### src/rtl/motor_param_pkg.sv
// Purpose: Constants for the motor parameter status and control bank
// Assumes: Avalon word address equals the register index
// Notes:   Byte address of a register is four times its index
// Function
// Resistance measurement state on status bit 31
// Inductance measurement state on status bit 30
// Back-EMF constant measurement state on bit 29
// Mechanical measurement state on status bit 28
// PWM code bits 27-24, low bits zero
// Control bit 31 requests nonvolatile store
// Control bit 30 requests default reload
// Writing control bit 29 clears faults
// Writing control bit 28 clears retry count
// Nine-bit align angle at bits 19-11
// Angle used when enabled, modulo 360
// Host writes service bit each interval
// Device clears service bit after host sets
`default_nettype none

package motor_param_pkg;

  // Register indices
  localparam logic [7:0]  STATUS_IDX = 8'he8;
  localparam logic [7:0]  CTRL_IDX   = 8'hea;

  // Reset values
  localparam logic [31:0] REG_RST    = 32'h0000_0000;
  localparam logic        WAIT_RST   = 1'b1;

  // Status field positions
  localparam int          RES_BIT    = 31;
  localparam int          IND_BIT    = 30;
  localparam int          KE_BIT     = 29;
  localparam int          MECH_BIT   = 28;
  localparam int          PWM_MSB    = 27;
  localparam int          PWM_LSB    = 24;
  localparam int          PWM_W      = 4;

  // Control field positions
  localparam int          STORE_BIT  = 31;
  localparam int          RELOAD_BIT = 30;
  localparam int          FCLR_BIT   = 29;
  localparam int          RCLR_BIT   = 28;
  localparam int          ANG_MSB    = 19;
  localparam int          ANG_LSB    = 11;
  localparam int          ANG_W      = 9;
  localparam int          TICKLE_BIT = 10;

  // Full turn in degrees
  localparam logic [8:0]  ANGLE_FULL = 9'h168;

  // Fold a programmed angle into one turn
  function automatic logic [8:0] wrap_angle(input logic [8:0] a);
    return (a >= ANGLE_FULL) ? 9'(a - ANGLE_FULL) : a;
  endfunction : wrap_angle

endpackage : motor_param_pkg

`default_nettype wire

### src/rtl/align_angle_reg.sv
// Purpose: Registered forced-align angle, folded into one turn
// Assumes: Angle input is held in a register upstream
// Notes:   Output is zero while forced align is off
`default_nettype none

module align_angle_reg
  import motor_param_pkg::*;
(
  // Clock and reset
  input  wire logic             clk_i,
  input  wire logic             resetn_i,
  // Angle in
  input  wire logic             enable_i,
  input  wire logic [ANG_W-1:0] angle_i,
  // Angle out
  output var  logic [ANG_W-1:0] angle_o
);

  always_ff @(posedge clk_i or negedge resetn_i) begin
    if (!resetn_i) begin
      angle_o <= '0;
    end else if (enable_i) begin
      angle_o <= wrap_angle(angle_i);
    end else begin
      angle_o <= '0;
    end
  end

endmodule : align_angle_reg

`default_nettype wire

### src/rtl/motor_param_regs.sv
// Purpose: Avalon-MM bank for parameter measurement status and control
// Assumes: Status inputs and nvm_done_i are synchronous to clk_i
// Notes:   Every access takes one wait state
`default_nettype none

module motor_param_regs
  import motor_param_pkg::*;
#(
  parameter int unsigned AW    = 8,
  parameter int unsigned WDT_W = 16
) (
  // Clock and reset
  input  wire logic             clk_i,
  input  wire logic             resetn_i,
  // Avalon-MM slave
  input  wire logic [AW-1:0]    avs_address_i,
  input  wire logic             avs_read_i,
  input  wire logic             avs_write_i,
  input  wire logic [31:0]      avs_writedata_i,
  input  wire logic [3:0]       avs_byteenable_i,
  output logic [31:0]           avs_readdata_o,
  output logic                  avs_waitrequest_o,
  // Measurement state
  input  wire logic             resistance_meas_state_i,
  input  wire logic             inductance_meas_state_i,
  input  wire logic             backemf_const_meas_state_i,
  input  wire logic             mechanical_meas_state_i,
  input  wire logic [PWM_W-1:0] backemf_meas_pwm_code_i,
  // Nonvolatile store
  output logic                  nvm_store_request_o,
  output logic                  nvm_reload_request_o,
  input  wire logic             nvm_done_i,
  // Fault handling
  output logic                  fault_clear_o,
  output logic                  retry_counter_clear_o,
  // Forced align
  input  wire logic             force_align_en_i,
  output logic [ANG_W-1:0]      align_angle_o,
  // Host watchdog
  input  wire logic             host_wdt_en_i,
  input  wire logic [WDT_W-1:0] host_watchdog_interval_i,
  output logic                  watchdog_service_o,
  output logic                  host_wdt_fault_o
);

  logic             wait_q;
  logic [31:0]      rdata_q;
  logic [31:0]      rmux;
  logic [7:0]       stat_q;
  logic             store_q;
  logic             reload_q;
  logic             fclr_q;
  logic             rclr_q;
  logic [ANG_W-1:0] angle_q;
  logic             tickle_q;
  logic             service_q;
  logic [WDT_W-1:0] wdt_cnt_q;
  logic             wdt_fault_q;
  logic             wdt_hit;
  logic             rd_req;
  logic             wr_acc;
  logic             wr_ctrl;
  logic             set_store;
  logic             set_reload;
  logic             set_fclr;
  logic             set_rclr;
  logic             set_angle;
  logic             set_tickle;

  function automatic logic hit(input logic [AW-1:0] a,
                               input logic [7:0]    idx);
    return a == AW'(idx);
  endfunction : hit

  // Bus handshake: request seen with wait high, answered next cycle

  assign rd_req = avs_read_i && wait_q;
  assign wr_acc = avs_write_i && !wait_q;

  always_ff @(posedge clk_i or negedge resetn_i) begin
    if (!resetn_i) begin
      wait_q <= WAIT_RST;
    end else if (wait_q) begin
      wait_q <= !(avs_read_i || avs_write_i);
    end else begin
      wait_q <= 1'b1;
    end
  end

  always_comb begin
    rmux = REG_RST;
    if (hit(avs_address_i, STATUS_IDX)) begin
      rmux[RES_BIT:PWM_LSB] = stat_q;
    end else if (hit(avs_address_i, CTRL_IDX)) begin
      rmux[STORE_BIT]  = store_q;
      rmux[RELOAD_BIT] = reload_q;
      rmux[TICKLE_BIT] = tickle_q;
    end
  end

  always_ff @(posedge clk_i or negedge resetn_i) begin
    if (!resetn_i) begin
      rdata_q <= REG_RST;
    end else if (rd_req) begin
      rdata_q <= rmux;
    end
  end

  assign avs_waitrequest_o = wait_q;
  assign avs_readdata_o    = rdata_q;

  // Status capture

  always_ff @(posedge clk_i or negedge resetn_i) begin
    if (!resetn_i) begin
      stat_q <= REG_RST[7:0];
    end else begin
      stat_q <= {resistance_meas_state_i,
                 inductance_meas_state_i,
                 backemf_const_meas_state_i,
                 mechanical_meas_state_i,
                 backemf_meas_pwm_code_i};
    end
  end

  // Control write decode

  assign wr_ctrl    = wr_acc && hit(avs_address_i, CTRL_IDX);
  assign set_store  = wr_ctrl && avs_byteenable_i[3]
                      && avs_writedata_i[STORE_BIT];
  assign set_reload = wr_ctrl && avs_byteenable_i[3]
                      && avs_writedata_i[RELOAD_BIT];
  assign set_fclr   = wr_ctrl && avs_byteenable_i[3]
                      && avs_writedata_i[FCLR_BIT];
  assign set_rclr   = wr_ctrl && avs_byteenable_i[3]
                      && avs_writedata_i[RCLR_BIT];
  assign set_angle  = wr_ctrl && avs_byteenable_i[2]
                      && avs_byteenable_i[1];
  assign set_tickle = wr_ctrl && avs_byteenable_i[1]
                      && avs_writedata_i[TICKLE_BIT];

  // Store and reload requests stay up until the memory reports done

  always_ff @(posedge clk_i or negedge resetn_i) begin
    if (!resetn_i) begin
      store_q <= REG_RST[STORE_BIT];
    end else if (set_store) begin
      store_q <= 1'b1;
    end else if (nvm_done_i) begin
      store_q <= 1'b0;
    end
  end

  always_ff @(posedge clk_i or negedge resetn_i) begin
    if (!resetn_i) begin
      reload_q <= REG_RST[RELOAD_BIT];
    end else if (set_reload) begin
      reload_q <= 1'b1;
    end else if (nvm_done_i) begin
      reload_q <= 1'b0;
    end
  end

  assign nvm_store_request_o  = store_q;
  assign nvm_reload_request_o = reload_q;

  // Clear strobes last one cycle and read back as zero

  always_ff @(posedge clk_i or negedge resetn_i) begin
    if (!resetn_i) begin
      fclr_q <= REG_RST[FCLR_BIT];
      rclr_q <= REG_RST[RCLR_BIT];
    end else begin
      fclr_q <= set_fclr;
      rclr_q <= set_rclr;
    end
  end

  assign fault_clear_o         = fclr_q;
  assign retry_counter_clear_o = rclr_q;

  // Align angle is write-only

  always_ff @(posedge clk_i or negedge resetn_i) begin
    if (!resetn_i) begin
      angle_q <= REG_RST[ANG_MSB:ANG_LSB];
    end else if (set_angle) begin
      angle_q <= avs_writedata_i[ANG_MSB:ANG_LSB];
    end
  end

  align_angle_reg u_align (
    .clk_i    (clk_i),
    .resetn_i (resetn_i),
    .enable_i (force_align_en_i),
    .angle_i  (angle_q),
    .angle_o  (align_angle_o)
  );

  // Service bit lives one cycle, then the device drops it

  always_ff @(posedge clk_i or negedge resetn_i) begin
    if (!resetn_i) begin
      tickle_q  <= REG_RST[TICKLE_BIT];
      service_q <= 1'b0;
    end else begin
      tickle_q  <= set_tickle;
      service_q <= set_tickle;
    end
  end

  assign watchdog_service_o = service_q;

  // Host watchdog: expires when no service arrives within the interval

  assign wdt_hit = host_wdt_en_i
                   && (host_watchdog_interval_i != '0)
                   && (wdt_cnt_q == host_watchdog_interval_i);

  always_ff @(posedge clk_i or negedge resetn_i) begin
    if (!resetn_i) begin
      wdt_cnt_q <= '0;
    end else if (!host_wdt_en_i || service_q) begin
      wdt_cnt_q <= '0;
    end else if (wdt_cnt_q != host_watchdog_interval_i) begin
      wdt_cnt_q <= wdt_cnt_q + WDT_W'(1);
    end
  end

  // A new expiry beats a clear in the same cycle
  always_ff @(posedge clk_i or negedge resetn_i) begin
    if (!resetn_i) begin
      wdt_fault_q <= 1'b0;
    end else if (wdt_hit) begin
      wdt_fault_q <= 1'b1;
    end else if (fclr_q) begin
      wdt_fault_q <= 1'b0;
    end
  end

  assign host_wdt_fault_o = wdt_fault_q;
endmodule : motor_param_regs

`default_nettype wire

### config.mk
export PLATFORM = sky130hd
export DESIGN_NAME = motor_param_regs
export DESIGN_NICKNAME = d
export VERILOG_FILES = /design/src/rtl/motor_param_pkg.sv /design/src/rtl/align_angle_reg.sv /design/src/rtl/motor_param_regs.sv
export SDC_FILE = /design/constraint.sdc
export NUM_CORES = 1
export LEC_CHECK = 0
export BUFFER_PORTS_ARGS = -buffer_cell sky130_fd_sc_hd__buf_4
export CORE_MARGIN = 1
export CORE_UTILIZATION = 48
export DETAILED_ROUTE_END_ITERATION = 10
export PLACE_DENSITY = 0.8
export SLEW_MARGIN = 20
export SYNTH_ARGS = -nofsm -noshare
export SYNTH_HDL_FRONTEND = slang
export SYNTH_HIERARCHICAL = 1
export SYNTH_SLANG_ARGS = --single-unit
### constraint.sdc
create_clock -name clk_i -period 1.8 [get_ports clk_i]
set_input_delay 0.36 -clock clk_i [delete_from_list [all_inputs] [get_ports clk_i]]
set_output_delay 0.36 -clock clk_i [all_outputs]
set_load 0.01 [all_outputs]
==> results.md, run 1 <==
* Period minus WS final at 1.79 ns
* CTS Root Cell: sky130_fd_sc_hd__clkbuf_8
* Dominant combinational cell family by area after synthesis: simple AND/OR/NAND/NOR gates
* Starting DRC count in detailed routing at 194
* Post-synthesis compound-gate area fraction at 10.2%
* Final Setup Violations at 0
* Wire length of the first global-routing pass at 10,200 um
* Initial antenna violation count at 0
* Final critical-path setup slack at 0.0144 ns
* Synth Register Bits at 58
* Die span in y at 79.6 um
* Filler instances at 414
* Post-Synth XOR/XNOR Area at 5.45%
* Leakage dissipation at 1.94 nW
* GPL Wtd Cong at 0.821
* Final worst-path cycle share at 99.2%
* Number of buffers added by the clock tree synthesis step at 9
* Power density over the cells at 728 nW/um2
* Post-route antenna net violation count at 0
* Yosys top cell area share at 49.4%
* Die outline area at 6340 um2
* CTS H-tree lvls at 3
* Warnings, synthesis at 6
* Detail-routed net length per standard cell at 15.1 um
* Gate Count Post-Synth at 265
* IR Drop Worst-Case VDD at 0.000631 V
* Max-Slew Margin vs Limit at 52.2%
* Final hold violation count at 0
* Fraction of the mapped netlist area in adder cells at 0.866%
* Overall routed net length at 6880 um
* Layout overhead on the synthesized area at 36.0%
* Antenna cells at 0
* Worst-case setup slack after placement at 0.0158 ns
* Worst R2R Start: wdt_cnt_q[9]
* Async set-reset flop share out of synthesis at 100%
* Post-synthesis mux area share at 4.89%
* Worst-case reg-to-reg path depth at 6
* Buffers on Ports at 80
* Count of different cell masters after synthesis at 46
* Endpoint of the lowest-slack register-to-register path: wdt_cnt_q[5]
* Synth top area cells: sky130_fd_sc_hd__dfrtp_1 (49%), sky130_fd_sc_hd__buf_4 (6.2%), sky130_fd_sc_hd__xnor2_1 (5.5%), sky130_fd_sc_hd__mux2_2 (3.5%), sky130_fd_sc_hd__nand2_1 (3.0%)
* Critical Path End Type: flop
* Post-synthesis instance area at 2890 um2
* Via count of the first global-routing pass at 2,289
* Aggregate global-route resource usage at 21.3%
* Drt via density at 5.29
* Startpoint Class: flop
* Pin count of the biggest net entering global routing at 59
* Final HPWL from detailed placement at 4770 um
* Max Transition Viols Final at 0
* Setup repair after global routing missed its margin: true
* Detailed-route via count at 2,406
* Grt peak-use layer: met2
* Die Span X at 79.6 um
* Area after detailed placement at 3590 um2
* Number of standard-cell rows in the floorplan at 27
* Nets at 455
* Setup Skew at 0.00966 ns
* Data required, critical path at 2.05 ns
* 1st-pass router iterations at 4
* Met1 Resource Use GR at 25.9%
* Fraction of layout cells with a size suffix above 1 at 40.7%
* Minimum setup slack among reg-to-reg paths at 0.01 ns
* Library cell occupying the most area in the post-synthesis netlist: sky130_fd_sc_hd__dfrtp_1
* Leading register cell type out of synthesis: sky130_fd_sc_hd__dfrtp_1
* Clock transition time at the flip-flop clock pins of the worst setup and hold paths at 0.07 ns
* Count of unresolved DRC violations after routing at 0
* Part of the Yosys area used for sequential elements at 50.3%
* Met2 track utilization from global routing at 35.3%
* Number of top-level design ports at 123
* Worst-path fanout max at 7
* Core Area at 5640 um2
* Bufs on Longest Clock Path at 2
* Post-route standard cell area excluding fillers at 3930 um2
* Slew at the pin closest to its max-slew limit at 0.717 ns
* Critical path class: flop to flop
* Share of the core filled with cells in the final layout at 69.7%
* Clock sink total at 58
* Effective utilization at floorplan at 51.2%
* Met3 demand-to-capacity share in global routing at 5.14%
* Average footprint of a synthesized cell at 10.9 um2
* F_max at 0.560 GHz
* Worst hold-check path type: primary input to async pin
* Hold slack final at 0.0660 ns
* Result of the run: finished clean
* Simple-Gate Fraction of Synth Area at 20.0%
* GR Overflow Total at 0
* Clock latency reported for the late side of the worst-skew pair at 0.34 ns
* Number of max-cap violations at 0
* Crit path DAT at 2.04 ns
* Number of enable-type register cells in the synthesized netlist at 0
* CTS tree: built
-- cell type report --
class	count	area, um2	share of cell area (%)
timing repair buffer	108	820	20.9
sequential	58	1460	37.1
clock inverter	4	48.8	1.24
tap	72	90.1	2.29
clock buffer	12	165	4.20
inverter	7	26.3	0.669
multi-input combinational	194	1320	33.6
-- logic make-up (layout without fill, tap and decap cells) --
logic type / after synthesis / count (layout)
AOI/OAI and AO/OA: 43 / 43
xor gates and xnor gates: 18 / 18
adders and majority gates: 2 / 2
buffers and inverters: 35 / 131
DFF: 58 / 58
muxes: 13 / 13
other: 1 / 23
and+or+nand+nor: 95 / 95
-- layout by cell type (no fill, tap or decap), types with 3 or more instances in the layout --
cell type,count
sky130_fd_sc_hd__mux2_2,9
sky130_fd_sc_hd__xnor2_1,16
sky130_fd_sc_hd__o31ai_1,3
sky130_fd_sc_hd__nand4_1,11
sky130_fd_sc_hd__nor4_1,5
sky130_fd_sc_hd__buf_4,104
sky130_fd_sc_hd__and3_1,5
sky130_fd_sc_hd__inv_1,7
sky130_fd_sc_hd__and2_1,5
sky130_fd_sc_hd__nor2_1,6
sky130_fd_sc_hd__clkbuf_8,12
sky130_fd_sc_hd__nand3_1,6
sky130_fd_sc_hd__or3_1,5
sky130_fd_sc_hd__o21ai_0,13
sky130_fd_sc_hd__dfrtp_1,52
sky130_fd_sc_hd__mux2i_1,4
sky130_fd_sc_hd__or4_4,3
sky130_fd_sc_hd__a22o_1,6
sky130_fd_sc_hd__dfrtp_2,5
sky130_fd_sc_hd__conb_1,23
sky130_fd_sc_hd__nand2b_1,3
sky130_fd_sc_hd__or4_1,9
sky130_fd_sc_hd__o211ai_1,4
sky130_fd_sc_hd__nand2_1,23
sky130_fd_sc_hd__buf_6,3
sky130_fd_sc_hd__a21oi_1,9
-- sequential cells by signal, indices dropped and copies added, names as in the netlist --
register / flops
avs_readdata_o: 9
nvm_reload_request_o: 1
u_align/angle_o: 9
angle_q: 9
retry_counter_clear_o: 1
host_wdt_fault_o: 1
wdt_cnt_q: 16
nvm_store_request_o: 1
avs_waitrequest_o: 1
watchdog_service_o: 1
fault_clear_o: 1
stat_q: 8
-- per-layer routing --
metal	up-vias	part of all wire [%]	wire length [um]
li1	1136	-	-
met1	1161	41	2830
met2	98	51	3510
met3	11	6.5	445
met4	0	1.3	91
met5	-	0	0
-- cells in the mapped netlist, drive strengths merged, types with 5 or more instances --
cell type and n:
or3 5, nor4 7, and2 6, nand4 12
nand2 24, a22o 6, nor2 6, a21oi 9
xnor2 18, inv 7, nand3 6, o211ai 5
mux2 9, o21ai 16, or4 12, buf 26
dfrtp 57, and3 5
-- power by group --
group          switching, mW  total (mW)  internal (mW)
logic                  0.128       0.254          0.127
clock network          0.514        1.26          0.750
registers             0.0144        1.34           1.33
-- what timing repair did --
item / 4_1_cts / 5_1_grt
hold buffers: 0 / 0
endpoints found under the setup margin: 0 / 12
setup buffers: 0 / 9
resized for setup: 0 / 18
-- worst max-delay path by stage --
stage | startpoint | endpoint | slack (ns)
after CTS | wdt_cnt_q[8] | wdt_cnt_q[10] | 0.03
after global placement | host_watchdog_interval_i[15] | wdt_cnt_q[1] | 0.04
final | wdt_cnt_q[9] | wdt_cnt_q[5] | 0.01
after detailed placement | avs_address_i[0] | angle_q[7] | 0.02
after floorplan | angle_q[3] | u_align/angle_o[5] | 0.12
after global routing | wdt_cnt_q[1] | wdt_cnt_q[3] | -0.07
-- critical path, stage by stage, from the launching register on --
cell                      delay (ns)
sky130_fd_sc_hd__dfrtp_2        0.44
sky130_fd_sc_hd__xnor2_2        0.14
sky130_fd_sc_hd__nand4_1        0.16
sky130_fd_sc_hd__nor4_4         0.06
sky130_fd_sc_hd__buf_2          0.18
sky130_fd_sc_hd__or4_1          0.53
sky130_fd_sc_hd__a21oi_1        0.19
-- through the flow --
stage	setup TNS [ns]	total power, mW	cells
after floorplan	0	1.49	287
after global placement	0	1.60	429
after detailed placement	0	1.61	429
after CTS	0	2.88	445
after global routing	-0.321	2.98	455
final	0	2.86	455
Power figures use the tool's default switching activity.
==> inputs of run 2 (changes only) <==
- ABC_AREA: default -> 1
- CORE_UTILIZATION: 48 -> 35
- PLACE_DENSITY: 0.8 -> default
==> run 2 against run 1 <==
  * Fmax is 14% higher
  * Power is 0.78% higher
  * Sequential power hardly changed
  * Sequential cell count stayed put
  * Utilization is 24 points lower
  * Synthesized cell count is 79% higher
  * Register-to-register slack better by 0.22 ns
  * Via count is 29% higher
  * Sequential share of layout area is 4.3 points lower
  * Final cell count is 55% higher
  * Setup slack better by 0.22 ns
  * Combinational power is 21% higher
==> results.md, run 2 <==
* Hold path startpoint: backemf_meas_pwm_code_i[3]
* Comb pwr share at 10.7%
* Post-synthesis instance area at 3510 um2
* Post-route antenna net violation count at 0
* Switch Pwr at 0.727 mW
* Sum of negative setup slack at 0 ns
* Most frequent cells in the layout: sky130_fd_sc_hd__nand2_1 (151), sky130_fd_sc_hd__buf_4 (90), sky130_fd_sc_hd__dfrtp_1 (57)
* Worst-case setup slack after placement at 0.237 ns
* Bufs on Longest Clock Path at 2
* Count of different cell masters after synthesis at 32
* Synth top area cells: sky130_fd_sc_hd__dfrtp_1 (41%), sky130_fd_sc_hd__nand2_1 (16%), sky130_fd_sc_hd__inv_1 (6.0%), sky130_fd_sc_hd__buf_4 (5.8%), sky130_fd_sc_hd__nand3_1 (5.0%)
* Crit path DAT at 1.84 ns
* Minimum setup slack among reg-to-reg paths at 0.24 ns
* Met3 wire length at 549 um
* Buffers on Ports at 80
* Highest signal layer in the routed design: met4
* Post-route standard cell area excluding fillers at 4430 um2
* Die outline area at 10,400 um2
* Clock latency reported for the late side of the worst-skew pair at 0.33 ns
* Die Span X at 102 um
* Starting DRC count in detailed routing at 92
* Part of the Yosys area used for sequential elements at 41.4%
* Clock transition time at the flip-flop clock pins of the worst setup and hold paths at 0.07 ns
* Register with the highest flop count: wdt_cnt_q
* Setup repair after global routing missed its margin: false
* Pin count of the biggest net entering global routing at 34
* Endpoint of the lowest-slack register-to-register path: wdt_cnt_q[10]
* CTS Root Cell: sky130_fd_sc_hd__clkbuf_8
* Most instantiated library cell after synthesis: sky130_fd_sc_hd__nand2_1
* Flip-flop count of the largest register after layout at 16
* Non-filler instance count after layout at 703
* Leading register cell type out of synthesis: sky130_fd_sc_hd__dfrtp_1
* Effective utilization at floorplan at 36.1%
* Antenna cells at 0
* Final hold violation count at 0
* Most frequent cells after synthesis: sky130_fd_sc_hd__nand2_1 (151), sky130_fd_sc_hd__dfrtp_1 (57), sky130_fd_sc_hd__inv_1 (56)
* Final critical-path setup slack at 0.237 ns
* Result of the run: finished clean
* Nets at 642
* Worst-case reg-to-reg path depth at 9
* Setup Skew at 0.00931 ns
* Internal cell power at 2.15 mW
* Hold endpoint: stat_q[3]
* Core Area at 9730 um2
* Final Setup Violations at 0
* Sequential power share at 47.1%
* Critical Path End Type: flop
* Synth Register Bits at 58
* Drt via density at 4.42
* CTS H-tree lvls at 3
* Count of unresolved DRC violations after routing at 0
* Number of buffers added by the clock tree synthesis step at 9
* Leakage dissipation at 2.47 nW
* IR Drop Worst-Case VDD at 0.000367 V
* Worst hold-check path type: primary input to flop
* Initial antenna violation count at 0
* Die span in y at 102 um
* Share of total power in the clock network at 42.2%
* Warnings, synthesis at 6
* Min-Delay Path Depth at 1
* Clock sink total at 58
* GR Overflow Total at 0
* Data required, critical path at 2.07 ns
* GPL Wtd Cong at 0.834
* M1 wire length at 3590 um
* Yosys top cell area share at 40.6%
* Number of max-cap violations at 0
* Total instance count after detailed placement at 686
* Area after detailed placement at 4220 um2
* Aggregate global-route resource usage at 16.4%
* Average footprint of a synthesized cell at 7.41 um2
* Detailed-route via count at 3,105
* CTS tree: built
* Commonest non-fill, non-tap cell in the layout: sky130_fd_sc_hd__nand2_1
* Startpoint Class: flop
* Critical path class: flop to flop
* Detail-routed net length per standard cell at 10.8 um
* Number of instances resized during post-cts repair at 0
* Wire length of the first global-routing pass at 13,400 um
* Async set-reset flop share out of synthesis at 100%
* Fraction of layout cells with a size suffix above 1 at 26.7%
* Fraction of power spent switching nets at 25.2%
* Number of enable-type register cells in the synthesized netlist at 0
* Power density over the cells at 650 nW/um2
* Design Power at 2.88 mW
* 1st-pass router iterations at 4
* Amount of wire on met2 after detailed routing at 3410 um
* Worst R2R Start: wdt_cnt_q[0]
* Final worst-path cycle share at 86.8%
* Via count of the first global-routing pass at 2,910
* Number of standard-cell rows in the floorplan at 36
* Period minus WS final at 1.56 ns
* Final HPWL from detailed placement at 5890 um
* Layout overhead on the synthesized area at 26.2%
* Library cell occupying the most area in the post-synthesis netlist: sky130_fd_sc_hd__dfrtp_1
* Worst-path fanout max at 7
* Max Transition Viols Final at 0
* Gate Count Post-Synth at 474
* Overall routed net length at 7620 um
* Number of top-level design ports at 123
* F_max at 0.640 GHz
## run 2: timing repair
item / in CTS / in global routing
hold buffers: 1 / 0
endpoints found under the hold margin: 24 / 0
buffers inserted: 0 / 0
## run 2: layout make-up
cell class              count  area [um2]
flip-flops and latches     58        1450
clock buffers              10         138
inverters                  70         263
fillers                  1015        5300
well taps                 133         166
repair buffers             92         706
multi-input cells         334        1640
clock inverters             6        65.1
## run 2: metrics by stage
step                hold WS (ns)  util, %
detailed placement         0.295     43.4
global placement           0.292     43.4
CTS                        0.116     45.6
finish                     0.133     45.6
floorplan                 0.0644        -
global route               0.107     45.6
## run 2: power by group through the flow
| stage | Sequential, mW | Combinational (mW) | Clock [mW] |
|---|---|---|---|
| after floorplan | 1.38 | 0.172 | 0 |
| after global placement | 1.38 | 0.307 | 0 |
| after detailed placement | 1.38 | 0.311 | 0 |
| after CTS | 1.36 | 0.313 | 1.26 |
| after global routing | 1.36 | 0.353 | 1.32 |
| final | 1.36 | 0.308 | 1.22 |
## run 2: logic make-up (layout without fill, tap and decap cells)
group                    count (synthesis)  count (layout)  share of synthesized area, %
AND/OR/NAND/NOR                        283             283                          38.6
adder cells (fa/ha/maj)                  2               2                         0.712
XOR/XNOR                                 9               9                          2.24
other                                    1              23                         0.107
AO/OA/AOI/OAI                           17              17                          2.67
flip-flops                              58              58                          41.4
buffers and inverters                  104             178                          14.3
## run 2: worst max path at each step
stage / startpoint / endpoint / slack [ns] / cells after the start
after floorplan: wdt_cnt_q[0] / wdt_cnt_q[10] / 0.36 / 10
after global placement: wdt_cnt_q[0] / wdt_cnt_q[14] / 0.24 / 8
after detailed placement: wdt_cnt_q[0] / wdt_cnt_q[14] / 0.24 / 8
after CTS: wdt_cnt_q[0] / wdt_cnt_q[10] / 0.23 / 9
after global routing: wdt_cnt_q[1] / wdt_cnt_q[10] / 0.003 / 9
final: wdt_cnt_q[0] / wdt_cnt_q[10] / 0.24 / 9
## run 2: critical path, cell delays in order, from the launching register on
cell and delay [ns]:
sky130_fd_sc_hd__dfrtp_1 0.47, sky130_fd_sc_hd__ha_1 0.22, sky130_fd_sc_hd__nand2_1 0.09, sky130_fd_sc_hd__nor2_1 0.15
sky130_fd_sc_hd__nand2_1 0.12, sky130_fd_sc_hd__o21ai_0 0.18, sky130_fd_sc_hd__nand2_1 0.07, sky130_fd_sc_hd__inv_1 0.06
sky130_fd_sc_hd__nand3_2 0.07, sky130_fd_sc_hd__nand2_1 0.08
## run 2: metal layers
metal  vias to the layer above  track usage [%]
li1                       1626                -
met1                      1374             22.3
met2                       100             25.3
met3                         5             4.86
met4                         0             4.51
met5                         -                0
==> inputs of run 3 (changes only) <==
--- a/config.mk
+++ b/config.mk
@@ -15,3 +15,2 @@
 export SYNTH_HDL_FRONTEND = slang
-export SYNTH_HIERARCHICAL = 1
 export SYNTH_SLANG_ARGS = --single-unit
--- a/constraint.sdc
+++ b/constraint.sdc
@@ -3,2 +3,2 @@
 set_output_delay 0.36 -clock clk_i [all_outputs]
-set_load 0.01 [all_outputs]
+set_load 0.05 [all_outputs]
==> run 3 against run 2 <==
  * Utilization grew 1.3 points
  * Area after synthesis shrank 2.8%
  * Power grew 9.4%
  * Non-clock buffer count is the same
  * Fmax shrank 0.57%
  * Routed wire length shrank 2.2%
  * Die area shrank 2.7%
  * Synthesized cell count shrank 4.2%
  * Largest power group is now clock
==> results.md, run 3 <==
* Count of different cell masters after synthesis at 34
* Synth top area cells: sky130_fd_sc_hd__dfrtp_1 (42%), sky130_fd_sc_hd__nand2_1 (16%), sky130_fd_sc_hd__buf_4 (5.7%), sky130_fd_sc_hd__inv_1 (5.6%), sky130_fd_sc_hd__nand3_1 (4.8%)
* Setup Skew at 0.0114 ns
* GPL Wtd Cong at 0.804
* CTS Root Cell: sky130_fd_sc_hd__clkbuf_8
* Clock transition time at the flip-flop clock pins of the worst setup and hold paths at 0.07 ns
* Initial antenna violation count at 0
* CTS tree: built
* GR Overflow Total at 0
* Worst-case reg-to-reg path depth at 9
* Filler instances at 958
* Worst R2R Start: angle_q[3]
* Final HPWL from detailed placement at 5770 um
* Final hold violation count at 0
* Number of standard-cell rows in the floorplan at 35
* Final worst-path cycle share at 87.3%
* Total instance count after detailed placement at 664
* Gate Count Post-Synth at 454
* Most instantiated library cell after synthesis: sky130_fd_sc_hd__nand2_1
* Critical path class: flop to flop
* Minimum setup slack among reg-to-reg paths at 0.23 ns
* Sum of negative setup slack at 0 ns
* Max Transition Viols Final at 0
* Number of buffers added by the clock tree synthesis step at 9
* Effective utilization at floorplan at 36.6%
* Startpoint Class: flop
* Most frequent cells in the layout: sky130_fd_sc_hd__nand2_1 (149), sky130_fd_sc_hd__buf_4 (88), sky130_fd_sc_hd__dfrtp_1 (57)
* Area after detailed placement at 4130 um2
* List of cells traversed by the critical path: inv_1, ha_1, nor2_1, nor2_1, o21ai_0, nand2_1, inv_1, nand2_1, a21oi_1
* 1st-pass router iterations at 4
* Average footprint of a synthesized cell at 7.52 um2
* Library cell occupying the most area in the post-synthesis netlist: sky130_fd_sc_hd__dfrtp_1
* Critical Path Max Stage Delay at 0.40 ns
* Hold path startpoint: backemf_meas_pwm_code_i[1]
* Leakage dissipation at 2.40 nW
* Final Setup Violations at 0
* Clock latency reported for the late side of the worst-skew pair at 0.33 ns
* Die outline area at 10,200 um2
* IR Drop Worst-Case VDD at 0.000335 V
* Starting DRC count in detailed routing at 87
* Layout overhead on the synthesized area at 27.9%
* Min-Delay Path Depth at 1
* Count of unresolved DRC violations after routing at 0
* Leading register cell type out of synthesis: sky130_fd_sc_hd__dfrtp_1
* Crit. Startpoint: angle_q[3]
* Overall routed net length at 7450 um
* Critical Path End Type: flop
* Worst hold-check path type: primary input to flop
* Pin count of the biggest net entering global routing at 34
* Die span in y at 101 um
* Detailed-route via count at 3,015
* Slowest cell on the critical path: sky130_fd_sc_hd__dfrtp_1
* Worst-path fanout max at 5
* Register with the highest flop count: wdt_cnt_q
* Die Span X at 101 um
* Setup repair after global routing missed its margin: false
* Warnings, synthesis at 0
* Synth Register Bits at 58
* Aggregate global-route resource usage at 16.3%
* Async set-reset flop share out of synthesis at 100%
* Post-synthesis instance area at 3410 um2
* Yosys top cell area share at 41.8%
* Post-route antenna net violation count at 0
* Via count of the first global-routing pass at 2,885
* Period minus WS final at 1.57 ns
* Buffers on Ports at 80
* Detail-routed net length per standard cell at 10.9 um
* Post-route standard cell area excluding fillers at 4370 um2
* Power density over the cells at 722 nW/um2
* Data required, critical path at 2.05 ns
* CTS H-tree lvls at 3
* Commonest non-fill, non-tap cell in the layout: sky130_fd_sc_hd__nand2_1
* Wire length of the first global-routing pass at 12,900 um
* Non-filler instance count after layout at 681
* Most frequent cells after synthesis: sky130_fd_sc_hd__nand2_1 (149), sky130_fd_sc_hd__dfrtp_1 (57), sky130_fd_sc_hd__inv_1 (51)
* F_max at 0.636 GHz
* Crit path DAT at 1.83 ns
* Part of the Yosys area used for sequential elements at 42.5%
* Antenna cells at 0
* Fraction of layout cells with a size suffix above 1 at 25.2%
* Clock sink total at 58
* Core Area at 9330 um2
* Flip-flop count of the largest register after layout at 16
* Nets at 624
* Number of enable-type register cells in the synthesized netlist at 0
* Drt via density at 4.43
* Bufs on Longest Clock Path at 2
* Number of max-cap violations at 0
* Endpoint of the lowest-slack register-to-register path: u_align.angle_o[7]
* Hold endpoint: stat_q[1]
* Number of top-level design ports at 123
* Result of the run: finished clean
==> run 3: changes by cell type after synthesis, sizes merged <==
cell    before  now
nand2      158  153
nand3b       0    1
inv         69   60
nor2        47   46
xnor2        0    1
clkbuf       3    2
buf         31   30
nand3       47   43
a21oi        4    3
==> run 3: worst max-delay path by stage <==
stage / to / slack [ns] / cells past startpoint
after CTS: wdt_cnt_q[8] / 0.14 / 8
after global placement: angle_q[1] / 0.18 / 9
final: u_align.angle_o[7] / 0.23 / 9
after floorplan: angle_q[0] / 0.38 / 8
after detailed placement: wdt_cnt_q[8] / 0.16 / 8
after global routing: u_align.angle_o[6] / 0.05 / 10
==> run 3: critical path: cells and delay by family, from the launching register on <==
family | cells | cell delay, ns
AOI/OAI and AO/OA | 2 | 0.22
and+or+nand+nor | 4 | 0.40
adders and majority gates | 1 | 0.24
buffers and inverters | 2 | 0.24
DFF | 1 | 0.40
==> run 3: cell type report <==
type	instances	area, um2	area share (%)
Clock buffer	12	155	3.55
Sequential cell	58	1450	33.3
Timing Repair Buffer	92	731	16.7
Tap cell	129	161	3.70
Clock inverter	4	73.8	1.69
Multi-Input combinational cell	325	1570	35.8
Inverter	61	229	5.24
==> run 3: logic make-up (layout without fill, tap and decap cells) <==
family | Yosys count | count (layout) | share of synthesized area, %
flip-flops | 58 | 58 | 42.5
adder cells (fa/ha/maj) | 2 | 2 | 0.733
buffers and inverters | 93 | 169 | 14.2
AND/OR/NAND/NOR | 274 | 274 | 37.4
AO/OA/AOI/OAI | 16 | 16 | 2.49
other | 1 | 23 | 0.110
XOR/XNOR | 10 | 10 | 2.57
==> run 3: stage by stage <==
step                hold slack (ns)  util [%]  worst slack (ns)  total power [mW]
floorplan                    0.0644         -             0.383              1.67
global placement              0.328      44.2             0.185              1.81
detailed placement            0.331      44.2             0.159              1.82
CTS                           0.105      46.8             0.138              3.20
global route                  0.107      46.8            0.0550              3.30
finish                        0.129      46.8             0.229              3.15
==> run 3: power breakdown <==
group	switching (mW)	leakage [nW]	internal, mW
logic	0.287	1.51	0.147
clock network	0.509	0.117	0.856
registers	0.0206	0.777	1.33
==> run 3: metal layers <==
layer  global-route usage [%]  vias up  share of wire (%)  wire length (um)
li1                         -     1561                  -                 -
met1                     21.2     1352                 47              3490
met2                     26.2       90                 45              3390
met3                     3.40       12                5.8               434
met4                     7.58        0                1.9               141
met5                        0        -                  0                 0
==> run 3: timing repair <==
item / 4_1_cts / 5_1_grt
resized for setup: 0 / 1
buffers inserted: 0 / 0
hold endpoints to repair: 30 / 0
endpoints found under the setup margin: 0 / 1
hold buffers: 1 / 0
